[src/hw/angle_spi_pkg.sv]
package angle_spi_pkg;
    // register indices
    localparam logic [6:0] idx_angle_upper = 7'h03;
    localparam logic [6:0] idx_angle_middle = 7'h04;
    localparam logic [6:0] idx_angle_lower = 7'h05;
    // frame layout
    localparam int frame_cmd_bits = 8;
    localparam int data_bits = 8;
    localparam logic [3:0] bit_count_last = 4'h7;
    // field positions
    localparam int pos_field_flag = 1;
    localparam int pos_upper_parity = 0;
    localparam int pos_speed_flag = 3;
    localparam int pos_lower_parity = 2;
    // values after reset
    localparam logic [17:0] angle_reset = 18'h00000;
    localparam logic [7:0] byte_reset = 8'h00;
    localparam logic [6:0] index_reset = 7'h00;
    localparam logic [1:0] sync_reset = 2'h3;
    // pin levels
    localparam logic serial_idle = 1'b1;
    // timing
    localparam int clk_period_ns = 100;
    localparam int select_setup_ns = 100;
    localparam int select_setup_cycles =
        (select_setup_ns + clk_period_ns - 1) / clk_period_ns;
endpackage

[src/hw/sync2.sv]
`timescale 1ns/1ps
module sync2
(
    // clock and reset
    input wire logic clk,
    input wire logic rstn,
    // async level in, synced level out
    input wire logic async_in,
    output logic sync_out
);
    import angle_spi_pkg::*;

    logic [1:0] stage_r;

    // =====================================================
    // two-flop synchroniser
    always_ff @(posedge clk)
    begin
        if (!rstn)
            stage_r <= sync_reset;
        else
            stage_r <= {stage_r[0], async_in};
    end

    assign sync_out = stage_r[1];
endmodule

[src/hw/angle_sensor_spi_readout.sv]
`timescale 1ns/1ps
// Summary of operation
// - fault pin low when healthy, high on weak field or overspeed
// - wire-count setting: 0 four-wire, 1 three-wire shared data line
// - spi mode 3: clock idles high, capture on rising edge
// - frame starts on select falling, ends on select rising
// - device samples incoming bits on serial clock rising edges
// - drivers change after falling edge, receiver captures on rising
// - first frame bit: low means write, high means read
// - bits one to seven carry seven-bit index, msb first
// - read data byte shifted out in bits eight to fifteen, msb first
// - four-wire: receive on mosi, transmit on miso
// - three-wire: one shared line carries command, index and data
// - angle split over indices 0x03, 0x04[7:2], 0x05[7:4]
// - weak-field flag in bit one of index 0x04
// - over-rotation flag in bit three of index 0x05
// - bit zero of 0x04 is even parity over 0x03 and 0x04[7:1]
// - bit two of 0x05 is even parity over 0x05[7:3]
// - burst read returns several angle bytes in one transaction
module angle_sensor_spi_readout
(
    // clock and reset
    input wire logic clk,
    input wire logic rstn,
    // sensor core
    input wire logic [17:0] angle_value,
    input wire logic weak_field,
    input wire logic over_speed,
    // one-time wire-count setting
    input wire logic three_wire_mode,
    // spi pins
    input wire logic chip_select_n,
    input wire logic sck,
    input wire logic mosi,
    output logic miso,
    // shared serial line in three-wire form
    input wire logic shared_serial_line_in,
    output logic shared_serial_line_out,
    output logic shared_serial_line_oe,
    // fault indicator
    output logic fault_out,
    // write strobe toward configuration store
    output logic write_strobe,
    output logic [6:0] write_index,
    output logic [7:0] write_payload
);
    import angle_spi_pkg::*;

    typedef enum logic [1:0] {st_idle, st_command, st_data} phase_e;

    logic cs_n_s;
    logic sck_s;
    logic mosi_s;
    logic line_s;
    logic sck_d_r;
    logic cs_d_r;
    logic sck_rise;
    logic sck_fall;
    logic cs_fall;
    logic cs_rise;
    logic rx_bit;
    phase_e phase_r;
    logic [3:0] count_r;
    logic [7:0] shift_r;
    logic read_r;
    logic [6:0] index_r;
    logic [7:0] tx_r;
    logic [17:0] angle_r;
    logic weak_r;
    logic speed_r;
    logic [7:0] reg_upper;
    logic [7:0] reg_middle;
    logic [7:0] reg_lower;
    logic [7:0] read_byte;
    logic [7:0] next_byte;

    // =====================================================
    // pin synchronisers
    sync2 u_sync_cs
    (
        .clk(clk),
        .rstn(rstn),
        .async_in(chip_select_n),
        .sync_out(cs_n_s)
    );
    sync2 u_sync_sck
    (
        .clk(clk),
        .rstn(rstn),
        .async_in(sck),
        .sync_out(sck_s)
    );
    sync2 u_sync_mosi
    (
        .clk(clk),
        .rstn(rstn),
        .async_in(mosi),
        .sync_out(mosi_s)
    );
    sync2 u_sync_line
    (
        .clk(clk),
        .rstn(rstn),
        .async_in(shared_serial_line_in),
        .sync_out(line_s)
    );

    // =====================================================
    // edge detection
    always_ff @(posedge clk)
    begin
        if (!rstn)
        begin
            sck_d_r <= serial_idle;
            cs_d_r <= serial_idle;
        end
        else
        begin
            sck_d_r <= sck_s;
            cs_d_r <= cs_n_s;
        end
    end

    assign sck_rise = sck_s && !sck_d_r;
    assign sck_fall = !sck_s && sck_d_r;
    assign cs_fall = !cs_n_s && cs_d_r;
    assign cs_rise = cs_n_s && !cs_d_r;
    assign rx_bit = three_wire_mode ? line_s : mosi_s;

    // =====================================================
    // register contents
    always_ff @(posedge clk)
    begin
        if (!rstn)
        begin
            angle_r <= angle_reset;
            weak_r <= 1'b0;
            speed_r <= 1'b0;
        end
        else if (cs_fall)
        begin
            // snapshot so a burst sees one coherent angle
            angle_r <= angle_value;
            weak_r <= weak_field;
            speed_r <= over_speed;
        end
    end

    always_comb
    begin
        reg_upper = angle_r[17:10];
        reg_middle = {angle_r[9:4], weak_r, 1'b0};
        reg_middle[pos_upper_parity] =
            ^{reg_upper, reg_middle[7:1]};
        reg_lower = {angle_r[3:0], speed_r, 3'h0};
        reg_lower[pos_lower_parity] = ^reg_lower[7:3];
    end

    function automatic logic [7:0] pick(input logic [6:0] idx,
        input logic [7:0] u, input logic [7:0] m, input logic [7:0] l);
        begin
            unique case (idx)
                idx_angle_upper: pick = u;
                idx_angle_middle: pick = m;
                idx_angle_lower: pick = l;
                default: pick = byte_reset;
            endcase
        end
    endfunction

    assign read_byte = pick({shift_r[5:0], rx_bit},
        reg_upper, reg_middle, reg_lower);
    assign next_byte = pick(7'(index_r + 7'h01),
        reg_upper, reg_middle, reg_lower);

    // =====================================================
    // frame sequencer
    always_ff @(posedge clk)
    begin
        if (!rstn)
        begin
            phase_r <= st_idle;
            count_r <= 4'h0;
            shift_r <= byte_reset;
            read_r <= 1'b0;
            index_r <= index_reset;
        end
        else if (cs_rise || cs_n_s)
        begin
            phase_r <= st_idle;
            count_r <= 4'h0;
        end
        else if (cs_fall)
        begin
            phase_r <= st_command;
            count_r <= 4'h0;
        end
        else if (sck_rise && phase_r == st_command)
        begin
            shift_r <= {shift_r[6:0], rx_bit};
            count_r <= 4'(count_r + 4'h1);
            if (count_r == 4'h0)
                read_r <= rx_bit;
            if (count_r == bit_count_last)
            begin
                index_r <= {shift_r[5:0], rx_bit};
                phase_r <= st_data;
                count_r <= 4'h0;
            end
        end
        else if (sck_rise && phase_r == st_data)
        begin
            shift_r <= {shift_r[6:0], rx_bit};
            count_r <= 4'(count_r + 4'h1);
            if (count_r == bit_count_last)
            begin
                count_r <= 4'h0;
                if (read_r)
                    index_r <= 7'(index_r + 7'h01);
            end
        end
    end

    // =====================================================
    // write strobe
    always_ff @(posedge clk)
    begin
        if (!rstn)
        begin
            write_strobe <= 1'b0;
            write_index <= index_reset;
            write_payload <= byte_reset;
        end
        else
        begin
            write_strobe <= 1'b0;
            if (sck_rise && phase_r == st_data && !read_r
                && count_r == bit_count_last && !cs_n_s)
            begin
                write_strobe <= 1'b1;
                write_index <= index_r;
                write_payload <= {shift_r[6:0], rx_bit};
            end
        end
    end

    // =====================================================
    // transmit path
    always_ff @(posedge clk)
    begin
        if (!rstn)
            tx_r <= byte_reset;
        else if (sck_rise && phase_r == st_command
            && count_r == bit_count_last)
            tx_r <= read_byte;
        else if (sck_rise && phase_r == st_data
            && count_r == bit_count_last)
            tx_r <= next_byte;
        else if (sck_fall && phase_r == st_data && count_r != 4'h0)
            tx_r <= {tx_r[6:0], 1'b0};
    end

    always_ff @(posedge clk)
    begin
        if (!rstn)
        begin
            miso <= 1'b0;
            shared_serial_line_out <= 1'b0;
            shared_serial_line_oe <= 1'b0;
        end
        else
        begin
            miso <= tx_r[7];
            shared_serial_line_out <= tx_r[7];
            shared_serial_line_oe <= three_wire_mode && !cs_n_s
                && read_r && phase_r == st_data;
        end
    end

    // =====================================================
    // fault indicator
    always_ff @(posedge clk)
    begin
        if (!rstn)
            fault_out <= 1'b0;
        else
            fault_out <= weak_field || over_speed;
    end
endmodule

[config.mk]
export PLATFORM = sky130hd
export DESIGN_NAME = angle_sensor_spi_readout
export DESIGN_NICKNAME = d
export VERILOG_FILES = /design/src/hw/angle_spi_pkg.sv /design/src/hw/sync2.sv /design/src/hw/angle_sensor_spi_readout.sv
export SDC_FILE = /design/constraint.sdc
export NUM_CORES = 1
export LEC_CHECK = 0
export BUFFER_PORTS_ARGS = -buffer_cell sky130_fd_sc_hd__buf_2
export CAP_MARGIN = 20
export CORE_MARGIN = 5
export CORE_UTILIZATION = 30
export DETAILED_ROUTE_END_ITERATION = 8
export GPL_TIMING_DRIVEN = 0
export PLACE_DENSITY_LB_ADDON = 0.2
export SETUP_SLACK_MARGIN = 0.4
export SLEW_MARGIN = 40
export SYNTH_ARGS = -nofsm -noshare
export SYNTH_HDL_FRONTEND = slang
export SYNTH_SLANG_ARGS = --single-unit
[constraint.sdc]
create_clock -name clk -period 2.2 [get_ports clk]
set_clock_uncertainty 0.15 [all_clocks]
set_input_delay 0.44 -clock clk [delete_from_list [all_inputs] [get_ports clk]]
set_output_delay 0.44 -clock clk [all_outputs]
set_load 0.005 [all_outputs]
==> flow_summary.toml <==
[outcome]
status = "finished, final reports clean"

[detailed_routing]
via_count = 3692
ant_nets = 0
via_per_inst = 5.08
drc_errors = 0
first_pass_iters = 5
wire_per_inst_um = 15.5
routed_wl_mm = 11.3
drt-initial-drc-count = 176

[hold_path]
holdPathEnd = "u_sync_sck.stage_r[0]$_SDFF_PN1_"
hold_path_startpoint = "sck"
hold_class = "in2reg"
hold_depth = 2

[worst_setup_path]
path_max_fanout = 10
rr_startpoint = "count_r[0]$_SDFFE_PP0N_"
arrival_ps = 2140
crit_buf_inv = 3
cpLargestDelayFamily = "simple AND/OR/NAND/NOR gates"
worst_ep_required_time_ps = 2280
path_class = "reg2reg"
crit_slowest_cell = "dfxtp_4"
reg2reg_depth = 9
worstPathCellList = "ha_4 -> nand3b_4 -> or3_4 -> buf_6 -> or3_4 -> buf_8 -> buf_8 -> nand2_1 -> a21boi_1"
r2r_end = "write_index[5]$_SDFFE_PN0P_"
r2r_slack_ps = 140
cp-end-kind = "register"
cp-start-kind = "register"
slowest_delay_ps = 360

[placement]
dp_slack_ps = -163
routabilityCongestion = 0.875
placed_area_sq_um = 4450
dpl.hpwl_mm = 7.99
placed_cells = 682
io_buffers = 46

[cells_and_area]
syn_to_final_growth_pct = 35.1
final_cells = 727
fin_area_sq_um = 5290
diodes = 0
fillerInstances = 1313
drive_above_1_share = 0.299
postLayoutCoreUtil = 0.416
layout.nets = 583

[clocking]
path_clk_slew_ps = 60
cts_max_level = 3
cts_made_buffers = 9
cts.sinks = 78
cts_buffer_depth = 2
cts_tree = "yes"
cts-root-buf = "clkbuf_16"
clock_latency_ps = 340

[run]
cap_violations = 0

[yosys]
synthSimpleGateAreaFrac = 0.235
yosysWarnings = 0
synth_nets = 497
synth-edff-count = 0
synth_top_family_by_area = "simple AND/OR/NAND/NOR gates"
synth_compound_area_frac = 0.230
muxShareOfSynthArea = 0.0269
synth-xor-area-share = 0.0499
syn-cell-area_sq_um = 3910
ys_seq_area_frac = 0.399
yosys.area_share.adder = 0.0192
netlist_instances = 464
ys_ff_latch = 78
async_flop_share = 0
ys.flop_type = "dfxtp_1"
yosysUniqueCellTypes = 67
syn_area_per_cell_sq_um = 8.43

[grt]
track_usage = 0.147
grt_pass1_vias = 3577
antenna_found_initial = 0
grt_max_degree = 14
overflow = 0
grt_first_pass_wirelength_mm = 18.6

[floorplan]
die_h_um = 124
initial_utilization = 0.308
rows = 41
fp.dieW_um = 124
io_pins = 47
core_area_sq_um = 12700
die_area_sq_um = 15400

[power]
p_per_area_nw_per_um2 = 618
peakVddDrop_v = 0.000315
power_leakage_nw = 1.97

[timing]
setup_viol = 0
finalMaxSlewViolations = 0
timing.final.ws_setup_ps = 144
period_share = 0.935
fin_crit_ps = 2060
setup_tns_ps = 0
worstMarginPinSlew_ps = 642
hold_viol = 0
clock.fmax_mhz = 486
rsz0062_at_grt = "yes"
relSlewSlack = 0.572
-- what timing repair did --
action | CTS | global route
hold buffers | 0 | 0
buffers inserted | 22 | 6
cloned | 1 | 0
setup endpoints to repair | 42 | 42
pin swaps | 14 | 14
gates resized for setup | 62 | 21
-- worst max path at each step --
| stage | from | endpoint | slack, ps | depth (start not counted) |
|---|---|---|---|---|
| after floorplan | count_r[1]$_SDFFE_PP0N_ | write_index[0]$_SDFFE_PN0P_ | 220 | 9 |
| after global routing | count_r[0]$_SDFFE_PP0N_ | write_index[4]$_SDFFE_PN0P_ | 60 | 9 |
| after CTS | count_r[1]$_SDFFE_PP0N_ | write_index[5]$_SDFFE_PN0P_ | 120 | 9 |
| final | count_r[0]$_SDFFE_PP0N_ | write_index[5]$_SDFFE_PN0P_ | 140 | 9 |
| after global placement | three_wire_mode | tx_r[4]$_SDFFE_PN0P_ | -110 | 6 |
| after detailed placement | three_wire_mode | tx_r[5]$_SDFFE_PN0P_ | -160 | 6 |
-- layout make-up --
class,instances,area (sq um),area share
buffer,25,169,0.0320
clock buffer,11,243,0.0459
clock inverter,5,82.6,0.0156
inverter,12,51.3,0.00970
multi-input combinational,349,2480,0.470
sequential,78,1580,0.298
tap,172,215,0.0407
timing repair buffer,75,463,0.0876
-- placed cells by master (no fill, tap or decap), types with 5 or more instances in the layout --
| cell type | count |
|---|---|
| xnor2_1 | 9 |
| a21oi_1 | 20 |
| clkbuf_16 | 9 |
| nand2_2 | 5 |
| nand2b_1 | 15 |
| nand3_1 | 10 |
| nor2b_1 | 6 |
| nor2_1 | 18 |
| nor3_1 | 8 |
| dfxtp_1 | 73 |
| a22oi_1 | 5 |
| clkbuf_2 | 5 |
| clkbuf_1 | 11 |
| o21a_1 | 5 |
| a21boi_1 | 12 |
| inv_1 | 10 |
| nand2_1 | 94 |
| mux2i_1 | 8 |
| buf_6 | 9 |
| a21o_1 | 5 |
| o21ai_0 | 8 |
| a21boi_0 | 21 |
| buf_4 | 27 |
| buf_2 | 47 |
-- flip-flops by register name (all words and copies together) (netlist names) --
| name | count |
|---|---|
| angle_r | 18 |
| count_r | 4 |
| cs_d_r | 1 |
| fault_out | 1 |
| index_r | 7 |
| phase_r | 2 |
| read_r | 1 |
| sck_d_r | 1 |
| shared_serial_line_oe | 1 |
| shared_serial_line_out | 1 |
| shift_r | 7 |
| speed_r | 1 |
| tx_r | 8 |
| u_sync_cs.stage_r | 2 |
| u_sync_line.stage_r | 2 |
| u_sync_mosi.stage_r | 2 |
| u_sync_sck.stage_r | 2 |
| weak_r | 1 |
| write_index | 7 |
| write_payload | 8 |
| write_strobe | 1 |
-- logic make-up (layout without fill, tap and decap cells) --
family,after synthesis,in the layout
compound gates,126,126
xor+xnor,16,16
fa+ha+maj,6,6
flops,78,78
buf+inv,37,128
mux,10,10
simple gates,191,191
-- routing by layer --
layer / wire length (um) / part of all wire / track usage
met5: 0 / 0 / 0
met2: 5060 / 0.45 / 0.225
met3: 561 / 0.050 / 0.0266
met1: 5250 / 0.47 / 0.198
met4: 403 / 0.036 / 0.0729
-- worst register-to-register path, stage by stage, from the launching register on --
cell      delay (ps)
dfxtp_4          360
ha_4             160
nand3b_4         100
or3_4            330
buf_6            130
or3_4            330
buf_8            140
buf_8            130
nand2_1           70
a21boi_1          50
-- synthesized netlist by cell type, types with 6 or more instances --
master | number | share of area
nor2b_1 | 7 | 0.011
xnor2_1 | 9 | 0.020
ha_1 | 6 | 0.019
nor2_1 | 19 | 0.018
nand2_1 | 99 | 0.095
nand2b_1 | 16 | 0.026
dfxtp_1 | 78 | 0.40
a21oi_1 | 23 | 0.029
a21boi_0 | 25 | 0.048
a21boi_1 | 10 | 0.019
inv_1 | 11 | 0.011
mux2i_1 | 8 | 0.020
nand3_1 | 11 | 0.014
nor3_1 | 9 | 0.012
o21ai_0 | 11 | 0.014
clkbuf_1 | 17 | 0.016
-- report_power, final --
group / internal, mW / leakage (nW) / switching, mW
combinational: 0.0893 / 1.17 / 0.0893
clock: 1.03 / 0.160 / 0.607
sequential: 1.43 / 0.636 / 0.0232
total: 2.55 / 1.97 / 0.719
-- metrics by stage --
stage	hold slack (ps)	power, mW
2_1_floorplan	236	1.59
3_3_place_gp	239	1.66
3_5_place_dp	241	1.66
4_1_cts	125	3.29
5_1_grt	130	3.39
6_report	129	3.27
(Power assumes the default switching activity.)
